$ cat src/logic/bacr_pkg.sv
package bacr_pkg;

  // bus slave shape
  localparam int          APB_ADDR_W   = 12;
  localparam int          APB_DATA_W   = 32;
  localparam logic [11:0] CFG_OFFSET   = 12'h000;   // configuration word address

  // configuration word layout
  localparam int          CFG_W        = 16;
  localparam logic [15:0] CFG_RESET    = 16'h0000;
  localparam logic [15:0] CFG_WR_MASK  = 16'hF7FF;  // endian bit is read-only
  localparam int          BIT_ADDR_PULLUP_BIT     = 15;
  localparam int          BIT_DATA_PULLUP_BIT     = 14;
  localparam int          BIT_STANDBY_STROBE_FLOAT_CTL   = 13;
  localparam int          BIT_ROW_COL_STROBE_FLOAT_CTL   = 12;
  localparam int          BIT_ENDIAN   = 11;
  localparam int          A0_BST_HI    = 10;
  localparam int          A0_BST_LO    = 9;
  localparam int          A5_BST_HI    = 8;
  localparam int          A5_BST_LO    = 7;
  localparam int          A6_BST_HI    = 6;
  localparam int          A6_BST_LO    = 5;
  localparam int          MEMTYPE_HI   = 4;
  localparam int          MEMTYPE_LO   = 2;
  localparam int          BIT_A5_CARD  = 1;
  localparam int          BIT_A6_CARD  = 0;

  // area 2/3 memory type codes
  localparam logic [2:0]  MT_ORDINARY  = 3'h0;
  localparam logic [2:0]  MT_A3_SDRAM  = 3'h2;
  localparam logic [2:0]  MT_BOTH_SDR  = 3'h3;

  // burst lengths in accesses
  localparam int          BLEN_W       = 5;
  localparam logic [4:0]  BLEN_NONE    = 5'h00;
  localparam logic [4:0]  BLEN_4       = 5'h04;
  localparam logic [4:0]  BLEN_8       = 5'h08;
  localparam logic [4:0]  BLEN_16      = 5'h10;

  // address pull-up window after bus grant acknowledge
  localparam int          PULL_CYCLES  = 4;
  localparam int          PULL_CNT_W   = 3;

  // burst code to number of accesses
  function automatic logic [4:0] burst_len(input logic [1:0] code);
    case (code)
      2'h1:    burst_len = BLEN_4;
      2'h2:    burst_len = BLEN_8;
      2'h3:    burst_len = BLEN_16;
      default: burst_len = BLEN_NONE;
    endcase
  endfunction

endpackage

$ cat src/logic/bacr_pull_if.sv
`timescale 1ns/1ps
`default_nettype none
interface bacr_pull_if;
  logic addr_pullup_bit_en;     // address pull-up feature enabled
  logic addr_pull;   // pull-up window active
  modport ctl (output addr_pullup_bit_en, input addr_pull);
  modport tmr (input addr_pullup_bit_en, output addr_pull);
endinterface : bacr_pull_if
`default_nettype wire

$ cat src/logic/bacr_pull_timer.sv
`timescale 1ns/1ps
`default_nettype none
module bacr_pull_timer
  import bacr_pkg::*;
(
  input  wire logic clk,
  input  wire logic rstn,
  input  wire logic ce,
  input  wire logic grant_ack_n_pin,
  bacr_pull_if.tmr  pull
);

  logic                  ack_s1_q;
  logic                  ack_s2_q;
  logic                  ack_prev_q;
  logic [PULL_CNT_W-1:0] cnt_q;
  logic [PULL_CNT_W-1:0] cnt_d;
  wire                   ack_fall;

  // acknowledge asserts on its falling edge, seen after the second stage
  assign ack_fall = ack_prev_q & ~ack_s2_q;

  // load the window on assertion, then count it down
  assign cnt_d = (ack_fall && pull.addr_pullup_bit_en) ? PULL_CNT_W'(PULL_CYCLES) :
                 (cnt_q != '0) ? cnt_q - 1'b1 : cnt_q;

  assign pull.addr_pull = (cnt_q != '0);

  // pin synchroniser and window counter
  always_ff @(posedge clk or negedge rstn) begin
    if (!rstn) begin
      ack_s1_q   <= 1'b1;
      ack_s2_q   <= 1'b1;
      ack_prev_q <= 1'b1;
      cnt_q      <= '0;
    end else if (ce) begin
      ack_s1_q   <= grant_ack_n_pin;
      ack_s2_q   <= ack_s1_q;
      ack_prev_q <= ack_s2_q;
      cnt_q      <= cnt_d;
    end
  end
endmodule : bacr_pull_timer
`default_nettype wire

$ cat src/logic/bacr_top.sv
// The placing of the registers and the APB register port were chosen for this implementation.
`timescale 1ns/1ps
`default_nettype none
// Operation
// - 16-bit register, read/write except read-only endian bit 11, other bits zero at power-on
// - manual reset and standby keep contents
// - address pull-up four cycles after grant
// - data pull-up while data bus idle
// - standby strobes float or drive high
// - row/column strobes float or stay driven
// - endian pin latched at power-on reset
// - area 0 burst length from two bits
// - area 5 burst length from two bits
// - area 6 burst length from two bits
// - area 2/3 memory type decode, reserved codes flagged
// - area 5 card space when bit set
// - area 6 card space when bit set
module bacr_top
  import bacr_pkg::*;
(
  input  wire logic                  CLK_SYS,
  input  wire logic                  RSTN,
  input  wire logic                  CE,
  input  wire logic                  PSEL,
  input  wire logic                  PENABLE,
  input  wire logic                  PWRITE,
  input  wire logic [APB_ADDR_W-1:0] PADDR,
  input  wire logic [APB_DATA_W-1:0] PWDATA,
  input  wire logic [3:0]            PSTRB,
  output logic      [APB_DATA_W-1:0] PRDATA,
  output logic                       PREADY,
  output logic                       PSLVERR,
  input  wire logic                  BYTE_ORDER_MODE_PIN,
  input  wire logic                  GRANT_ACK_N_PIN,
  input  wire logic                  MANUAL_RESET,
  input  wire logic                  STANDBY,
  input  wire logic                  BUS_RELEASED,
  input  wire logic                  DATA_BUS_IDLE,
  output logic                       ADDR_PULLUP,
  output logic                       DATA_PULLUP,
  output logic                       MEM_STROBE_HIZ,
  output logic                       MEM_STROBE_HIGH,
  output logic                       RAS_CAS_HIZ,
  output logic                       LITTLE_ENDIAN,
  output logic      [BLEN_W-1:0]     AREA0_BURST_LEN,
  output logic      [BLEN_W-1:0]     AREA5_BURST_LEN,
  output logic      [BLEN_W-1:0]     AREA6_BURST_LEN,
  output logic                       AREA2_SDRAM,
  output logic                       AREA3_SDRAM,
  output logic                       AREA5_CARD,
  output logic                       AREA6_CARD,
  output logic                       MEMTYPE_RESERVED
);

  // register and answer state
  logic [CFG_W-1:0]      cfg_q;
  logic [CFG_W-1:0]      cfg_d;
  logic                  endian_q;
  logic                  captured_q;
  logic [1:0]            mode_fill_q;
  logic                  mode_s1_q;
  logic                  mode_s2_q;
  logic                  pready_q;
  logic                  pready_d;
  logic                  pslverr_q;
  logic [APB_DATA_W-1:0] prdata_q;
  logic [APB_DATA_W-1:0] prdata_d;

  // registered pin and area controls
  logic                  addr_pull_q;
  logic                  data_pull_q;
  logic                  strobe_hiz_q;
  logic                  strobe_high_q;
  logic                  ras_cas_hiz_q;
  logic [BLEN_W-1:0]     a0_len_q;
  logic [BLEN_W-1:0]     a5_len_q;
  logic [BLEN_W-1:0]     a6_len_q;
  logic                  a2_sdram_q;
  logic                  a3_sdram_q;
  logic                  a5_card_q;
  logic                  a6_card_q;
  logic                  mt_rsvd_q;

  bacr_pull_if pull ();

  // bus phase decode
  wire                   setup_ph    = PSEL & ~PENABLE;
  wire                   access_done = PSEL & PENABLE & pready_q;
  wire                   addr_hit    = (PADDR == CFG_OFFSET);
  wire                   wr_fire     = access_done & PWRITE & addr_hit;
  wire [CFG_W-1:0]       lane_mask   = {{8{PSTRB[1]}}, {8{PSTRB[0]}}};
  wire [CFG_W-1:0]       wr_mask     = lane_mask & CFG_WR_MASK;
  wire [CFG_W-1:0]       read_value  = cfg_q | (CFG_W'(endian_q) << BIT_ENDIAN);

  // field decode
  wire                   addr_pullup_bit        = cfg_q[BIT_ADDR_PULLUP_BIT];
  wire                   data_pullup_bit        = cfg_q[BIT_DATA_PULLUP_BIT];
  wire                   standby_strobe_float_ctl      = cfg_q[BIT_STANDBY_STROBE_FLOAT_CTL];
  wire                   row_col_strobe_float_ctl      = cfg_q[BIT_ROW_COL_STROBE_FLOAT_CTL];
  wire [1:0]             a0_code     = cfg_q[A0_BST_HI:A0_BST_LO];
  wire [1:0]             a5_code     = cfg_q[A5_BST_HI:A5_BST_LO];
  wire [1:0]             a6_code     = cfg_q[A6_BST_HI:A6_BST_LO];
  wire [2:0]             mt_code     = cfg_q[MEMTYPE_HI:MEMTYPE_LO];
  wire                   mt_a3_sd    = (mt_code == MT_A3_SDRAM) | (mt_code == MT_BOTH_SDR);
  wire                   mt_a2_sd    = (mt_code == MT_BOTH_SDR);
  wire                   mt_bad      = ~mt_a3_sd & (mt_code != MT_ORDINARY);

  // strap is taken only once both synchroniser stages hold the pin
  wire                   capture_now = mode_fill_q[1] & ~captured_q;

  // byte-lane merge; only a completed write changes the word
  assign cfg_d    = wr_fire ? ((cfg_q & ~wr_mask) | (PWDATA[CFG_W-1:0] & wr_mask))
                            : cfg_q;

  // no wait state: ready rises in the first access cycle
  assign pready_d = setup_ph ? 1'b1 : (access_done ? 1'b0 : pready_q);
  assign prdata_d = (setup_ph && addr_hit) ? {{(APB_DATA_W-CFG_W){1'b0}}, read_value}
                                           : prdata_q;

  assign pull.addr_pullup_bit_en = addr_pullup_bit;

  bacr_pull_timer u_pull_timer (
    .clk             (CLK_SYS),
    .rstn            (RSTN),
    .ce              (CE),
    .grant_ack_n_pin (GRANT_ACK_N_PIN),
    .pull            (pull)
  );

  // configuration word, cleared by power-on reset only
  always_ff @(posedge CLK_SYS or negedge RSTN) begin
    if (!RSTN) begin
      cfg_q <= CFG_RESET;
    end else if (CE) begin
      cfg_q <= cfg_d;
    end
  end

  // endian strap sampled once, after the synchroniser has filled
  always_ff @(posedge CLK_SYS or negedge RSTN) begin
    if (!RSTN) begin
      mode_s1_q  <= 1'b0;
      mode_s2_q  <= 1'b0;
      mode_fill_q <= 2'b00;
      endian_q   <= 1'b0;
      captured_q <= 1'b0;
    end else if (CE) begin
      mode_s1_q <= BYTE_ORDER_MODE_PIN;
      mode_s2_q <= mode_s1_q;
      mode_fill_q <= {mode_fill_q[0], 1'b1};
      if (capture_now) begin
        endian_q   <= mode_s2_q;
        captured_q <= 1'b1;
      end
    end
  end

  // bus answer; a manual reset drops any pending answer, not the word
  always_ff @(posedge CLK_SYS or negedge RSTN) begin
    if (!RSTN) begin
      pready_q  <= 1'b0;
      pslverr_q <= 1'b0;
      prdata_q  <= '0;
    end else if (CE) begin
      pready_q  <= pready_d & ~MANUAL_RESET;
      prdata_q  <= prdata_d;
      if (setup_ph) begin
        pslverr_q <= ~addr_hit;
      end
    end
  end

  // pin controls: pull-ups, and strobes during standby and bus release
  always_ff @(posedge CLK_SYS or negedge RSTN) begin
    if (!RSTN) begin
      addr_pull_q   <= 1'b0;
      data_pull_q   <= 1'b0;
      strobe_hiz_q  <= 1'b0;
      strobe_high_q <= 1'b0;
      ras_cas_hiz_q <= 1'b0;
    end else if (CE) begin
      addr_pull_q   <= pull.addr_pull;
      data_pull_q   <= data_pullup_bit & DATA_BUS_IDLE;
      strobe_hiz_q  <= STANDBY & ~standby_strobe_float_ctl;
      strobe_high_q <= STANDBY & standby_strobe_float_ctl;
      ras_cas_hiz_q <= (STANDBY | BUS_RELEASED) & ~row_col_strobe_float_ctl;
    end
  end

  // area access modes
  always_ff @(posedge CLK_SYS or negedge RSTN) begin
    if (!RSTN) begin
      a0_len_q   <= BLEN_NONE;
      a5_len_q   <= BLEN_NONE;
      a6_len_q   <= BLEN_NONE;
      a2_sdram_q <= 1'b0;
      a3_sdram_q <= 1'b0;
      a5_card_q  <= 1'b0;
      a6_card_q  <= 1'b0;
      mt_rsvd_q  <= 1'b0;
    end else if (CE) begin
      a0_len_q   <= burst_len(a0_code);
      a5_len_q   <= burst_len(a5_code);
      a6_len_q   <= burst_len(a6_code);
      a2_sdram_q <= mt_a2_sd;
      a3_sdram_q <= mt_a3_sd;
      a5_card_q  <= cfg_q[BIT_A5_CARD];
      a6_card_q  <= cfg_q[BIT_A6_CARD];
      mt_rsvd_q  <= mt_bad;
    end
  end

  // outputs straight from flip-flops
  assign PRDATA           = prdata_q;
  assign PREADY           = pready_q;
  assign PSLVERR          = pslverr_q;
  assign ADDR_PULLUP      = addr_pull_q;
  assign DATA_PULLUP      = data_pull_q;
  assign MEM_STROBE_HIZ   = strobe_hiz_q;
  assign MEM_STROBE_HIGH  = strobe_high_q;
  assign RAS_CAS_HIZ      = ras_cas_hiz_q;
  assign LITTLE_ENDIAN    = endian_q;
  assign AREA0_BURST_LEN  = a0_len_q;
  assign AREA5_BURST_LEN  = a5_len_q;
  assign AREA6_BURST_LEN  = a6_len_q;
  assign AREA2_SDRAM      = a2_sdram_q;
  assign AREA3_SDRAM      = a3_sdram_q;
  assign AREA5_CARD       = a5_card_q;
  assign AREA6_CARD       = a6_card_q;
  assign MEMTYPE_RESERVED = mt_rsvd_q;
endmodule : bacr_top
`default_nettype wire

$ cat config.mk
export PLATFORM = sky130hd
export DESIGN_NAME = bacr_top
export DESIGN_NICKNAME = d
export VERILOG_FILES = /design/src/logic/bacr_pkg.sv /design/src/logic/bacr_pull_if.sv /design/src/logic/bacr_pull_timer.sv /design/src/logic/bacr_top.sv
export SDC_FILE = /design/constraint.sdc
export NUM_CORES = 1
export LEC_CHECK = 0
export BUFFER_PORTS_ARGS = -buffer_cell sky130_fd_sc_hd__buf_4
export CAP_MARGIN = 10
export CORE_MARGIN = 10
export CORE_UTILIZATION = 30
export CTS_BUF_LIST = sky130_fd_sc_hd__clkbuf_2
export CTS_CLUSTER_DIAMETER = 40
export DETAILED_ROUTE_END_ITERATION = 6
export GPL_ROUTABILITY_DRIVEN = 0
export SYNTH_ARGS = -nofsm -noshare
export SYNTH_HDL_FRONTEND = slang
export SYNTH_SLANG_ARGS = --single-unit
export TNS_END_PERCENT = 5
$ cat constraint.sdc
create_clock -name CLK_SYS -period 1.1 [get_ports CLK_SYS]
set_clock_uncertainty 0.05 [all_clocks]
set_input_delay 0.055 -clock CLK_SYS [delete_from_list [all_inputs] [get_ports CLK_SYS]]
set_output_delay 0.055 -clock CLK_SYS [all_outputs]
set_load 0.01 [all_outputs]
==> flow_summary.toml, run 1 <==
[yosys]
synthCells = 220
synth_seq_area_share_pct = 57.4
synth_common_cells = "dfrtp_1 (61), mux2_2 (33), buf_4 (22)"
ys.flop_type = "dfrtp_1"
ys_types = 29
synth_area_leaders = "dfrtp_1 (55%), mux2_2 (13%), buf_4 (5.9%)"
async_flop_share_pct = 100
synth_top_cell_area_share_pct = 54.6
synth_area_per_cell_um2 = 12.7
synth.largest_area_cell = "dfrtp_1"
synth_edf_count = 0
yosysMostFrequentCell = "dfrtp_1"
syn_area_um2 = 2800
yosys_warnings = 0
synth-seq-cells = 64

[routing]
routedWlPerCell_um = 15.0
first_iter_violations = 56
postRouteAntennaNets = 0
drt_wl_total_mm = 6.89
num_vias = 2023
firstDrtPassIters = 4
via_per_inst = 4.40
drc = 0

[floorplanning]
initial_core_util_pct = 30.6
ioPinCount = 120
die_x_um = 117
die_height_um = 117
coreArea_um2 = 9150
rows = 35
dieArea_um2 = 13600

[grt]
gr-total-overflow = 0
grt_pass1_wl_mm = 10.8
grtUsageTotal_pct = 10.2
grt_max_degree = 65
antenna_found_initial = 0
grt_pass1_vias = 2093

[final_layout]
drive_gt1_share_pct = 46.1
nFillCells = 848
finish.utilization_pct = 44.8
nets = 406
design_area_um2 = 4100
register_area_um2 = 1610
synthToLayoutAreaGrowth_pct = 46.7
antennaDiodeCount = 0
multi_input_area_um2 = 1050

[power_and_ir_drop]
power.total_mw = 4.87
cellPowerDensity_nw_per_um2 = 1190
p_leak_nw = 2.02
ir_worst_vdd_mv = 0.596

[clock_tree]
cts.path.max_buffers = 2
clock_latency_ps = 480
postCtsSetupBuffers = 0
path_clk_slew_ps = 180
cts_buffers = 9
cts_tree = "done"
htree_levels = 3
cts_root_buf = "clkbuf_2"
cts_sinks = 64

[setup_path]
worstSetupPathType = "input port to flop"
worstPathRequired_ps = 1420
worstPathArrival_ps = 1670
r2r_slack_ps = -230
critPathCaptureType = "flop"
worstSetupStartpointType = "input port"
path_max_fanout = 17

[timing]
fin_ws_ps = -248
finalMaxSlewViolations = 0
final.period_utilization_pct = 123
finalSetupViolCount = 72
timing.hold.ws_ps = -11.4
period_minus_slack_ps = 1350
rsz0062_at_grt = "yes"
fmax_mhz = 742
finalHoldViolCount = 1

[flow_run]
drv_cap = 0

[place]
hpwl_mm = 4.71
postPlaceCellArea_um2 = 3490
place_ws_ps = -430
io_buffer_count = 78

[run_status]
status = "finished, violations left"
violations = "hold timing, setup timing"

[worst_hold_path]
hold_class = "input port to flop"
## report_power, final
part	internal, mW	switching, mW	leakage (nW)
Clock	0.524	0.828	0.0708
Sequential	2.48	0.0704	0.842
Combinational	0.543	0.426	1.10
Total	3.55	1.32	2.02
## layout by cell type, fill, tap and decap left out, types with 2 or more instances in the layout
| cell | synthesis | layout |
|---|---|---|
| clkinv_2 | 0 | 2 |
| o21ai_1 | 0 | 2 |
| mux2_2 | 33 | 33 |
| nand3_1 | 7 | 6 |
| clkinv_1 | 0 | 2 |
| inv_1 | 17 | 15 |
| nand3_4 | 0 | 2 |
| dfstp_2 | 3 | 3 |
| o31ai_1 | 2 | 2 |
| nor4_1 | 3 | 3 |
| nor2_1 | 7 | 6 |
| o21ai_0 | 17 | 14 |
| mux2_4 | 9 | 9 |
| dlygate4sd3_1 | 0 | 31 |
| buf_6 | 1 | 38 |
| nand2_1 | 8 | 7 |
| nand3b_1 | 7 | 7 |
| buf_4 | 22 | 51 |
| a21oi_1 | 2 | 2 |
| clkbuf_2 | 0 | 11 |
| dfrtp_1 | 61 | 61 |
| conb_1 | 1 | 22 |
| inv_2 | 0 | 2 |
## area by class of cell
class,instances,share of cell area (%)
sequential,64,39.1
timing repair buffer,121,27.8
multi-input combinational,131,25.6
tap,111,3.39
inverter,17,1.56
clock buffer,11,1.34
clock inverter,5,1.16
## stage by stage
| step | std cells | TNS (ps) | hold slack, ps |
|---|---|---|---|
| 6_report | 460 | -8050 | -11.4 |
| 5_1_grt | 460 | -13380 | -58.4 |
| 4_1_cts | 456 | -9880 | -104 |
| 3_5_place_dp | 413 | -11750 | 35.1 |
| 3_3_place_gp | 413 | -11450 | 33.8 |
| 2_1_floorplan | 241 | -3670 | -291 |
## final timing paths
check | startpoint | endpoint | cells past startpoint
setup / recovery | PENABLE | PRDATA[4]$_DFFE_PN0P_ | 5
hold / removal | CE | PREADY$_DFFE_PN0P_ | 5
setup reg to reg | PREADY$_DFFE_PN0P_ | flop | 4
hold reg to reg | mode_fill_q[0]$_DFFE_PN0P_ | mode_fill_q[0]$_DFFE_PN0P_ | 1
max in group asynchronous | RSTN | u_pull_timer.ack_prev_q$_DFFE_PN1P_ | 4
min in group asynchronous | RSTN | AREA6_BURST_LEN[3]$_DFFE_PN0P_ | 4
## cell families after synthesis
family,after synthesis,synth area share (%)
AND/OR/NAND/NOR,41,8.73
adder cells (fa/ha/maj),2,0.895
other,1,0.134
flip-flops,64,57.4
multiplexers,42,18.1
buffers and inverters,46,9.98
AO/OA/AOI/OAI,24,4.74
## worst max-delay path: stages
cell,delay (ps)
buf_4,120
dlygate4sd3_1,570
nor2_1,380
nand2_8,210
mux2_4,340
## routing by layer
metal  GRT usage, %  routed length [um]
met2           16.0                3210
met4           4.94                 128
met1           12.5                3000
met5              0                   0
met3           3.08                 540
## repair_timing
action	in CTS	in global routing
endpoints found under the hold margin	95	5
hold buffers	27	4
endpoints found under the setup margin	57	75
resized for setup	48	5
pin swaps	3	3
Note: power is estimated with default switching activity, not from simulation.
==> run 2: changes to the inputs <==
Settings changed: CTS_BUF_LIST sky130_fd_sc_hd__clkbuf_2 to unset.
==> flow_summary.toml, run 2 (same netlist as run 1, synthesis figures left out) <==
[worst_hold_path]
hold_class = "input port to flop"
hold_depth = 3
min_from = "PENABLE"
holdPathEnd = "PSLVERR$_DFFE_PN0P_"

[floorplanning]
die_x_um = 117
initial_core_util_pct = 30.6
dieArea_um2 = 13600
ioPinCount = 120
coreArea_um2 = 9150
die_height_um = 117
rows = 35

[final_layout]
antennaDiodeCount = 0
mostFrequentLayoutCell = "buf_4"
mostFrequentLayoutCells = "buf_4 (86), dfrtp_1 (61), mux2_2 (33)"
nFillCells = 850
nets = 399
drive_gt1_share_pct = 48.2
synthToLayoutAreaGrowth_pct = 44.0
finish.utilization_pct = 44.0

[clock_tree]
path_clk_slew_ps = 70
cts_tree = "done"
cts.path.max_buffers = 2
htree_levels = 3
cts_sinks = 64
clock_latency_ps = 330
cts_root_buf = "clkbuf_8"
cts_buffers = 9

[timing]
fin_ws_ps = -180
period_minus_slack_ps = 1280
finalHoldViolCount = 0
finalSetupViolCount = 19
finalMaxSlewViolations = 0
rsz0062_at_grt = "yes"
fmax_mhz = 781
final.period_utilization_pct = 116

[grt]
use_met2_pct = 15.4
grtUsageTotal_pct = 10.1
busiest_layer = "met2"
gr-total-overflow = 0
grt_max_degree = 65
grt_pass1_wl_mm = 10.7
grt_pass1_vias = 2084
antenna_found_initial = 0
grt_use_met1_pct = 12.3
grtUsageMet3_pct = 4.67

[routing]
num_vias = 1966
first_iter_violations = 46
drt_wl_total_mm = 6.62
drc = 0
firstDrtPassIters = 4
via_per_inst = 4.34
routedWlPerCell_um = 14.6
postRouteAntennaNets = 0

[setup_path]
cp_cell_sequence = "nand3_2 > nor2_4 > nand3_4 > mux2_2"
critPathCaptureType = "flop"
r2r_cells = 4
worstSetupPathType = "flop to flop"
worstPathArrival_ps = 1440
cpMaxStageDelayCell = "dfrtp_1"
r2r_slack_ps = -180
slowest_delay_ps = 380
path_max_fanout = 8
rr_startpoint = "PREADY$_DFFE_PN0P_"
worstSetupStartpointType = "flop"
worstPathRequired_ps = 1270

[power_and_ir_drop]
p_leak_nw = 1.99
cellPowerDensity_nw_per_um2 = 1370
ir_worst_vdd_mv = 0.633

[place]
hpwl_mm = 4.71
place_ws_ps = -430
io_buffer_count = 78

[run_status]
violations = "setup timing"
status = "finished, violations left"

[flow_run]
drv_cap = 0
## run 2: layout make-up
cell class	instances	area (um^2)	share of cell area [%]
tap	111	139	3.45
clock buffer	13	159	3.95
timing repair buffer	114	940	23.3
clock inverter	3	40.0	0.994
inverter	17	63.8	1.58
multi-input combinational	131	1080	26.8
sequential	64	1610	39.9
## run 2: per-stage QoR
stage / TNS, ps / hold WS, ps / area [um^2] / instances / power, mW
after floorplan: -3670 / -291 / 2880 / 241 / 2.96
after global placement: -11450 / 33.8 / 3490 / 413 / 3.27
after detailed placement: -11750 / 35.1 / 3490 / 413 / 3.32
after CTS: -3100 / 71.9 / 3980 / 453 / 5.59
after global routing: -4570 / 86.2 / 4030 / 453 / 5.84
final: -2470 / 87.4 / 4030 / 453 / 5.51
## run 2: what timing repair did
action | CTS | global route
buffers inserted | 0 | 0
pin swaps | 5 | 3
hold buffers | 24 | 0
setup endpoints to repair | 20 | 36
resized for setup | 13 | 9
endpoints found under the hold margin | 86 | 0
## run 2: report_power, final
group | internal, mW | switching, mW
Clock | 1.17 | 0.873
Combinational | 0.505 | 0.419
Sequential | 2.48 | 0.0679
## run 2: worst max-delay path by stage
stage,from,end,slack (ps),depth (start not counted)
2_1_floorplan,PADDR[9],PRDATA[0]$_DFFE_PN0P_,-170,6
3_3_place_gp,PADDR[1],flop,-420,6
3_5_place_dp,PADDR[1],flop,-430,6
4_1_cts,PREADY$_DFFE_PN0P_,flop,-210,4
5_1_grt,PREADY$_DFFE_PN0P_,flop,-280,4
6_report,PREADY$_DFFE_PN0P_,flop,-180,4
## run 2: worst max-delay path: cells and delay by family (launching register included)
kind / cells / cell delay, ps
multiplexers: 1 / 310
flip-flops: 1 / 380
AND/OR/NAND/NOR: 3 / 420
## run 2: routing by layer
| layer | share of wire, % | up-vias |
|---|---|---|
| met3 | 10 | 7 |
| met1 | 43 | 943 |
| met5 | 0 | - |
| li1 | - | 942 |
| met2 | 46 | 74 |
| met4 | 1.1 | 0 |
